--- config.mk ---
export PLATFORM = sky130hd
export DESIGN_NAME = ftwd_top
export DESIGN_NICKNAME = d
export VERILOG_FILES = /design/src/include/ftwd_pkg.sv /design/src/rtl/ftwd_trim_store.sv /design/src/rtl/ftwd_top.sv
export VERILOG_INCLUDE_DIRS = /design/src /design/src/include
export SDC_FILE = /design/constraint.sdc
export NUM_CORES = 1
export LEC_CHECK = 0
export BUFFER_PORTS_ARGS = -buffer_cell sky130_fd_sc_hd__buf_2
export CELL_PAD_IN_SITES_DETAIL_PLACEMENT = 0
export CELL_PAD_IN_SITES_GLOBAL_PLACEMENT = 1
export CORE_UTILIZATION = 37
export CTS_BUF_LIST = sky130_fd_sc_hd__clkbuf_8
export DETAILED_ROUTE_END_ITERATION = 10
export PLACE_DENSITY_LB_ADDON = 0.1
export SKIP_LAST_GASP = 1
export SLEW_MARGIN = 20
export SYNTH_ARGS = -nofsm -noshare
export SYNTH_HDL_FRONTEND = slang
export SYNTH_HIERARCHICAL = 1
export SYNTH_SLANG_ARGS = --single-unit
--- constraint.sdc ---
create_clock -name ref_clk -period 2.41 [get_ports ref_clk]
set_input_delay 0.482 -clock ref_clk [delete_from_list [all_inputs] [get_ports ref_clk]]
set_output_delay 0.482 -clock ref_clk [all_outputs]
set_load 0.005 [all_outputs]
--- src/include/ftwd_params.svh ---
// Offsets, field positions, masks and reset values of the trim word decoder
`ifndef FTWD_PARAMS_SVH
`define FTWD_PARAMS_SVH

// ****************************************
// Register indices (byte address = 4 * index)
// ****************************************
`define FTWD_IDX_W        14
`define FTWD_PRI_IDX      14'h2008
`define FTWD_SEC_IDX      14'h2009
`define FTWD_CTRL_IDX     14'h2000
`define FTWD_PC_IDX       14'h2001
`define FTWD_STAT_IDX     14'h2002

// ****************************************
// Word layout
// ****************************************
`define FTWD_WORD_W       14
`define FTWD_PRI_MASK     14'h1FFF
`define FTWD_SEC_MASK     14'h003F
`define FTWD_ERASED       14'h3FFF
`define FTWD_OSC_MSB      12
`define FTWD_OSC_LSB      6
`define FTWD_HI_MSB       5
`define FTWD_HI_LSB       3
`define FTWD_LO_MSB       2
`define FTWD_LO_LSB       0
`define FTWD_CTRL_ERASE   0
`define FTWD_STAT_LOADED  0

// ****************************************
// Reset values
// ****************************************
`define FTWD_PC_RST       14'h0000
`define FTWD_FACTORY_PRI  14'h0000
`define FTWD_FACTORY_SEC  14'h0000

`endif

--- src/include/ftwd_pkg.sv ---
// Types and the threshold decode function of the trim word decoder
package ftwd_pkg;

  // ****************************************
  // Loader states
  // ****************************************
  typedef enum logic [1:0] {
    ST_LOAD_PRI = 2'b00,
    ST_LOAD_SEC = 2'b01,
    ST_LOAD_FIN = 2'b10,
    ST_RUN      = 2'b11
  } ftwd_state_t;

  typedef logic signed [2:0] ftwd_level_t;

  // Descending order 111,110,101,100/000,001,010,011 mapped to +3..-3
  function automatic ftwd_level_t threshold_level(input logic [2:0] code);
    ftwd_level_t lvl;
    lvl = 3'sh0;
    case (code)
      3'h7: lvl = 3'sh3;
      3'h6: lvl = 3'sh2;
      3'h5: lvl = 3'sh1;
      3'h1: lvl = -3'sh1;
      3'h2: lvl = -3'sh2;
      3'h3: lvl = -3'sh3;
      default: lvl = 3'sh0;
    endcase
    return lvl;
  endfunction

endpackage

--- src/rtl/ftwd_trim_store.sv ---
// Small nonvolatile-style store for the trim words with registered read data
`timescale 1ns/1ps
module ftwd_trim_store #(
  parameter int                 WIDTH = 14,
  parameter int                 DEPTH = 2,
  parameter int                 AW    = 1,
  parameter logic [WIDTH*DEPTH-1:0] INIT  = '0
) (
  // Clock and control
  input  wire logic             ref_clk,
  input  wire logic             rst,
  input  wire logic             ce,
  // Write port
  input  wire logic             we,
  input  wire logic [AW-1:0]    waddr,
  input  wire logic [WIDTH-1:0] wdata,
  // Read port
  input  wire logic [AW-1:0]    raddr,
  output logic      [WIDTH-1:0] rdata
);

  logic [WIDTH-1:0] mem      [DEPTH];
  logic [WIDTH-1:0] next_mem [DEPTH];
  logic [WIDTH-1:0] next_rdata;

  // Write-first so a read right after a write sees the new word
  always_comb begin
    for (int i = 0; i < DEPTH; i++) begin
      next_mem[i] = mem[i];
      if (we && (waddr == AW'(i))) begin
        next_mem[i] = wdata;
      end
    end
    next_rdata = next_mem[raddr];
  end

  always_ff @(posedge ref_clk) begin
    if (rst) begin
      for (int i = 0; i < DEPTH; i++) begin
        mem[i] <= INIT[i*WIDTH +: WIDTH];
      end
      rdata <= '0;
    end else if (ce) begin
      for (int i = 0; i < DEPTH; i++) begin
        mem[i] <= next_mem[i];
      end
      rdata <= next_rdata;
    end
  end

endmodule

--- src/rtl/ftwd_top.sv ---
// Factory trim word store, loader, decoder and AHB-Lite register slave
`timescale 1ns/1ps
`include "ftwd_params.svh"
module ftwd_top #(
  parameter logic [13:0] FACTORY_PRI = `FTWD_FACTORY_PRI,
  parameter logic [13:0] FACTORY_SEC = `FTWD_FACTORY_SEC
) (
  // Clock, reset, enable
  input  wire logic                   ref_clk,
  input  wire logic                   rst,
  input  wire logic                   ce,
  // AHB-Lite slave
  input  wire logic                   hsel,
  input  wire logic [15:0]            haddr,
  input  wire logic [1:0]             htrans,
  input  wire logic                   hwrite,
  input  wire logic [2:0]             hsize,
  input  wire logic [31:0]            hwdata,
  input  wire logic                   hready,
  output logic                        hreadyout,
  output logic                        hresp,
  output logic      [31:0]            hrdata,
  // Decoded trim codes
  output logic      [6:0]             osc_freq_trim,
  output logic                        osc_trim_active,
  output ftwd_pkg::ftwd_level_t       por_threshold_trim,
  output ftwd_pkg::ftwd_level_t       brownout_threshold_trim,
  output ftwd_pkg::ftwd_level_t       wakeup_reset_threshold_trim,
  output ftwd_pkg::ftwd_level_t       low_voltage_detect_trim,
  output logic                        trim_loaded
);

  // ****************************************
  // State
  // ****************************************
  ftwd_pkg::ftwd_state_t state, next_state;
  logic                  dp_valid, next_dp_valid;
  logic                  dp_write, next_dp_write;
  logic [13:0]           dp_idx, next_dp_idx;
  logic [13:0]           pc, next_pc;
  logic [6:0]            next_osc;
  ftwd_pkg::ftwd_level_t next_por, next_bod, next_wur, next_lvd;

  logic                  addr_take;
  logic [13:0]           addr_idx;
  logic                  mem_we;
  logic                  mem_waddr;
  logic [13:0]           mem_wdata;
  logic                  mem_raddr;
  logic [13:0]           mem_rdata;
  logic                  erase_fire;
  logic                  wr_phase;

  // ****************************************
  // Trim word store
  // ****************************************
  ftwd_trim_store #(
    .WIDTH (14),
    .DEPTH (2),
    .AW    (1),
    .INIT  ({FACTORY_SEC & `FTWD_SEC_MASK, FACTORY_PRI & `FTWD_PRI_MASK})
  ) u_store (
    .ref_clk (ref_clk),
    .rst     (rst),
    .ce      (ce),
    .we      (mem_we),
    .waddr   (mem_waddr),
    .wdata   (mem_wdata),
    .raddr   (mem_raddr),
    .rdata   (mem_rdata)
  );

  // ****************************************
  // Bus slave
  // ****************************************
  // Bus is held off while the words load, so no access can race the loader
  assign hreadyout = ce && (state == ftwd_pkg::ST_RUN);
  assign hresp     = 1'b0;
  assign addr_idx  = haddr[15:2];
  assign addr_take = hsel && htrans[1] && hready;
  assign wr_phase  = dp_valid && dp_write && ce;

  always_comb begin
    next_dp_valid = dp_valid;
    next_dp_write = dp_write;
    next_dp_idx   = dp_idx;
    if (hready) begin
      next_dp_valid = addr_take;
      next_dp_write = hwrite;
      next_dp_idx   = addr_idx;
    end
  end

  assign erase_fire = wr_phase && (dp_idx == `FTWD_CTRL_IDX) && hwdata[`FTWD_CTRL_ERASE];

  // Trim words change only by programming, a bulk erase aimed at them, or reset, which reloads the masked factory values
  always_comb begin
    mem_we    = 1'b0;
    mem_waddr = 1'b0;
    mem_wdata = '0;
    if (wr_phase && (dp_idx == `FTWD_PRI_IDX)) begin
      mem_we    = 1'b1;
      mem_wdata = hwdata[13:0] & `FTWD_PRI_MASK;
    end else if (wr_phase && (dp_idx == `FTWD_SEC_IDX)) begin
      mem_we    = 1'b1;
      mem_waddr = 1'b1;
      mem_wdata = hwdata[13:0] & `FTWD_SEC_MASK;
    end else if (erase_fire && (pc == `FTWD_PRI_IDX)) begin
      mem_we    = 1'b1;
      mem_wdata = `FTWD_ERASED & `FTWD_PRI_MASK;
    end else if (erase_fire && (pc == `FTWD_SEC_IDX)) begin
      mem_we    = 1'b1;
      mem_waddr = 1'b1;
      mem_wdata = `FTWD_ERASED & `FTWD_SEC_MASK;
    end
  end

  always_comb begin
    next_pc = pc;
    if (wr_phase && (dp_idx == `FTWD_PC_IDX)) begin
      next_pc = hwdata[13:0];
    end
  end

  // Read data: unimplemented bits come back as zero
  always_comb begin
    hrdata = 32'h0000_0000;
    if (dp_valid && !dp_write) begin
      if (dp_idx == `FTWD_PRI_IDX) begin
        hrdata = {18'h0, mem_rdata & `FTWD_PRI_MASK};
      end else if (dp_idx == `FTWD_SEC_IDX) begin
        hrdata = {18'h0, mem_rdata & `FTWD_SEC_MASK};
      end else if (dp_idx == `FTWD_PC_IDX) begin
        hrdata = {18'h0, pc};
      end else if (dp_idx == `FTWD_STAT_IDX) begin
        hrdata = {31'h0, trim_loaded};
      end
    end
  end

  // ****************************************
  // Loader and decoder
  // ****************************************
  always_comb begin
    next_state = state;
    next_osc   = osc_freq_trim;
    next_por   = por_threshold_trim;
    next_bod   = brownout_threshold_trim;
    next_wur   = wakeup_reset_threshold_trim;
    next_lvd   = low_voltage_detect_trim;
    mem_raddr  = (addr_idx == `FTWD_SEC_IDX);
    case (state)
      ftwd_pkg::ST_LOAD_PRI: begin
        mem_raddr  = 1'b0;
        next_state = ftwd_pkg::ST_LOAD_SEC;
      end
      ftwd_pkg::ST_LOAD_SEC: begin
        mem_raddr  = 1'b1;
        next_osc   = mem_rdata[`FTWD_OSC_MSB:`FTWD_OSC_LSB];
        next_por   = ftwd_pkg::threshold_level(mem_rdata[`FTWD_HI_MSB:`FTWD_HI_LSB]);
        next_bod   = ftwd_pkg::threshold_level(mem_rdata[`FTWD_LO_MSB:`FTWD_LO_LSB]);
        next_state = ftwd_pkg::ST_LOAD_FIN;
      end
      ftwd_pkg::ST_LOAD_FIN: begin
        next_wur   = ftwd_pkg::threshold_level(mem_rdata[`FTWD_HI_MSB:`FTWD_HI_LSB]);
        next_lvd   = ftwd_pkg::threshold_level(mem_rdata[`FTWD_LO_MSB:`FTWD_LO_LSB]);
        next_state = ftwd_pkg::ST_RUN;
      end
      default: begin
        // Decoded codes frozen until the next reset, even if software reprograms
        next_state = ftwd_pkg::ST_RUN;
      end
    endcase
  end

  assign trim_loaded     = (state == ftwd_pkg::ST_RUN);
  assign osc_trim_active = (osc_freq_trim != 7'h00);

  always_ff @(posedge ref_clk) begin
    if (rst) begin
      state                       <= ftwd_pkg::ST_LOAD_PRI;
      dp_valid                    <= 1'b0;
      dp_write                    <= 1'b0;
      dp_idx                      <= 14'h0000;
      pc                          <= `FTWD_PC_RST;
      osc_freq_trim               <= 7'h00;
      por_threshold_trim          <= 3'sh0;
      brownout_threshold_trim     <= 3'sh0;
      wakeup_reset_threshold_trim <= 3'sh0;
      low_voltage_detect_trim     <= 3'sh0;
    end else if (ce) begin
      state                       <= next_state;
      dp_valid                    <= next_dp_valid;
      dp_write                    <= next_dp_write;
      dp_idx                      <= next_dp_idx;
      pc                          <= next_pc;
      osc_freq_trim               <= next_osc;
      por_threshold_trim          <= next_por;
      brownout_threshold_trim     <= next_bod;
      wakeup_reset_threshold_trim <= next_wur;
      low_voltage_detect_trim     <= next_lvd;
    end
  end
endmodule

==> summary.txt <==
Run status
  • Status: complete, but fails checks
  • Failing checks: negative setup slack

Clock network
  • CTS tree: done
  • Worst-path clk slew: around 0.09 ns
  • Clk_lat worst skew: 0.36 ns
  • Number of buffers created by CTS: 9
  • Clk sink count: 90
  • Htree depth: 3
  • Clk buf depth: 2
  • Root buffer cell: clkbuf_8

Setup path
  • Maximum fanout along the worst path: 7
  • FF-to-FF End: u_store/mem[0][19]
  • CP bufs+invs: 3
  • CP max-delay cell: dfxtp_2
  • Startpoint types: flip-flop
  • Flop2flop setup slack: 0 ns
  • Reg2Reg Depth: 10
  • WP data required: 1.93 ns
  • Critical path's most frequent cell: buf_4
  • Top cell family by delay on the critical path: simple AND/OR/NAND/NOR gates
  • FF-to-FF Start: pc[5]
  • CP Class: reg2out
  • WP depth: 7
  • Critical Path Start: dp_idx[11]
  • Crit. End Element: primary output
  • Cells along the critical path: nor4_4 > nand3b_1 > buf_4 > nor3_2 > buf_4 > a22o_1 > buf_2
  • Worst setup path endpoint: hrdata[6]
  • CP max stage delay: roughly 0.34 ns
  • Crit path DAT: 1.94 ns

Drt
  • Initial DRT Pass Iterations: 4
  • DRT iter0 DRCs: ~190
  • Vias per Instance: roughly 5
  • Routed wire length: 13.7 mm
  • Post-DRT Antenna Nets: 0
  • Drt wl/cell: about 16 µm
  • Residual DRC: 0
  • Vias post-DR: 4319

STA
  • RSZ-0062 raised after global routing: true
  • Worst Skew: roughly 0.0082 ns
  • Setup_tns: -0.0348 ns
  • Worst Tran Pin Value: approximately 0.62 ns
  • Slew Limit Fails: 0
  • Fmax: 413 MHz
  • Endpoints failing hold: 0
  • Fin crit period: between 2 and 2.5 ns
  • Setup ws final: -0.00864 ns
  • Max_slew headroom: around 60%
  • Period utilization: 100%
  • Setup violations, final: 6

Placed design
  • IO Port Bufs: 70
  • DP Area: roughly 0.0055 mm²
  • Post-DP HPWL: about 10 mm
  • Gp weighted congestion: between 0.7 and 0.8
  • Dpl cells: a little over 800

Global routing
  • M1 GR Usage: 26.2%
  • First-pass GRT wire length: 20.8 mm
  • Vias in the first global route: roughly 4000
  • Largest net degree at the start of global routing: between 50 and 60
  • Overflow after GRT: 0
  • Most used routing layer: met2
  • Initial antenna violation count: 0
  • GR Layer Usage met3: between 2 and 3%
  • GRT Resource Usage Total: approximately a fifth
  • Grt met2 use: ~36%

Synth
  • Syn_area_per_cell: ~8.5 µm²
  • Post-synthesis cell area: 0.00473 mm²
  • Post-Syn Instances: around 560
  • Ys Warns: 6

Job
  • Max cap viols: 0

Die
  • Starting Density: roughly 39%
  • Core area: between 0.01 and 0.015 mm²
  • Ports: approximately 110
  • Die span in x: approximately 120 µm
  • Die ar.: ~0.013 mm²
  • Number of placement rows: 40
  • Chip Height: roughly 120 µm

Layout
  • Share of post-route cells with drive strength above 1: between 30% and 40%
  • Post-layout util: about 50%
  • Design Area, Final: around 0.0061 mm²
  • Finished Layout Cells: around 840
  • Area grow syn2layout: 29.4%
  • # fillers: about 1300
  • Final net count: 728
  • Ant diodes: 0

Pwr
  • Leakage power: 2.51 nW
  • Power Density: 496 mW/mm²
  • Peak VDD IR: about 0.00027 V

Worst hold path
  • Hold Path Class: in2reg
state kept, by name, summed over array words and instances (netlist names):
name and cells:
brownout_threshold_trim 3, dp_idx 14, dp_valid 1, dp_write 1, low_voltage_detect_trim 3, osc_freq_trim 7
pc 14, por_threshold_trim 3, state 2, u_store/mem 26, u_store/rdata 13, wakeup_reset_threshold_trim 3
power breakdown:
| part | leakage, nW | internal, mW | switching [mW] |
|---|---|---|---|
| registers | 0.809 | 1.62 | 0.0635 |
| logic | 1.60 | 0.144 | 0.198 |
| clock network | 0.106 | 0.470 | 0.543 |
| total | 2.51 | 2.23 | 0.804 |
cell type report:
| cell class | instances | area, µm² | share of cell area, % |
|---|---|---|---|
| Inverter | 2 | 7.51 | 0.123 |
| Clock inverter | 7 | 60.1 | 0.982 |
| Clock buffer | 9 | 124 | 2.02 |
| Multi-Input combinational cell | 424 | 2700 | 44.2 |
| Sequential cell | 90 | 2070 | 33.8 |
| Tap cell | 168 | 210 | 3.44 |
| Timing Repair Buffer | 142 | 947 | 15.5 |
per-layer routing:
metal  up-vias  share of wire, %  wire (µm)
li1       2164                 -          -
met1      2052                45       6200
met2        90                50       6830
met3        13               3.1        428
met4         0               1.5        199
met5         -                 0          0
placed cells by master (no fill, tap or decap), types with 4 or more instances in the layout:
cell / count
nor2_1: 18
nor3_1: 5
nand2_1: 120
nand3_1: 16
buf_4: 64
mux2i_1: 4
edfxtp_1: 26
nor2b_1: 17
conb_1: 19
nand2_4: 9
buf_2: 70
o221ai_2: 12
a22o_1: 12
a21oi_1: 61
a21o_1: 6
a221oi_2: 9
a211oi_1: 4
o21ai_1: 12
dfxtp_1: 61
a21oi_2: 15
nand2b_1: 4
clkbuf_8: 9
o21ai_0: 15
buf_6: 5
o21a_1: 13
inv_1: 4
worst reg2reg max path: stages (launching register included):
cell and delay, ns:
dfxtp_2 0.34, nor4b_4 0.26, buf_4 0.14, nand4_1 0.12, or3b_1 0.40, a211oi_2 0.19, buf_4 0.18, and2_4 0.27
clkbuf_16 0.19, nand2_1 0.07, a21oi_2 0.12
how the worst min path moves through the flow:
stage                               startpoint                    endpoint  slack (ns)  depth (start not counted)
floorplan                             dp_valid                    dp_valid        0.43                          2
global placement    brownout_threshold_trim[0]  brownout_threshold_trim[0]        0.44                          2
detailed placement                   dp_idx[6]                   dp_idx[6]        0.44                          2
CTS                                   haddr[9]                   dp_idx[7]        0.34                          3
global route                          haddr[6]                   dp_idx[4]        0.34                          3
finish                                haddr[7]                   dp_idx[5]        0.36                          3
through the flow:
stage               setup slack [ns]  power [mW]  hold slack [ns]
floorplan                     0.0292        1.89            0.428
global placement              -0.204        2.00            0.440
detailed placement            -0.163        2.01            0.444
CTS                          -0.0807        3.04            0.344
global route                  -0.129        3.17            0.339
finish                      -0.00864        3.03            0.360
timing repair:
action	CTS	global route
buffers inserted	4	3
pin swaps	12	35
hold buffers	0	0
gates resized for setup	16	61
gates cloned	0	2
setup endpoints to repair	50	52
Power figures use the tool's default switching activity.
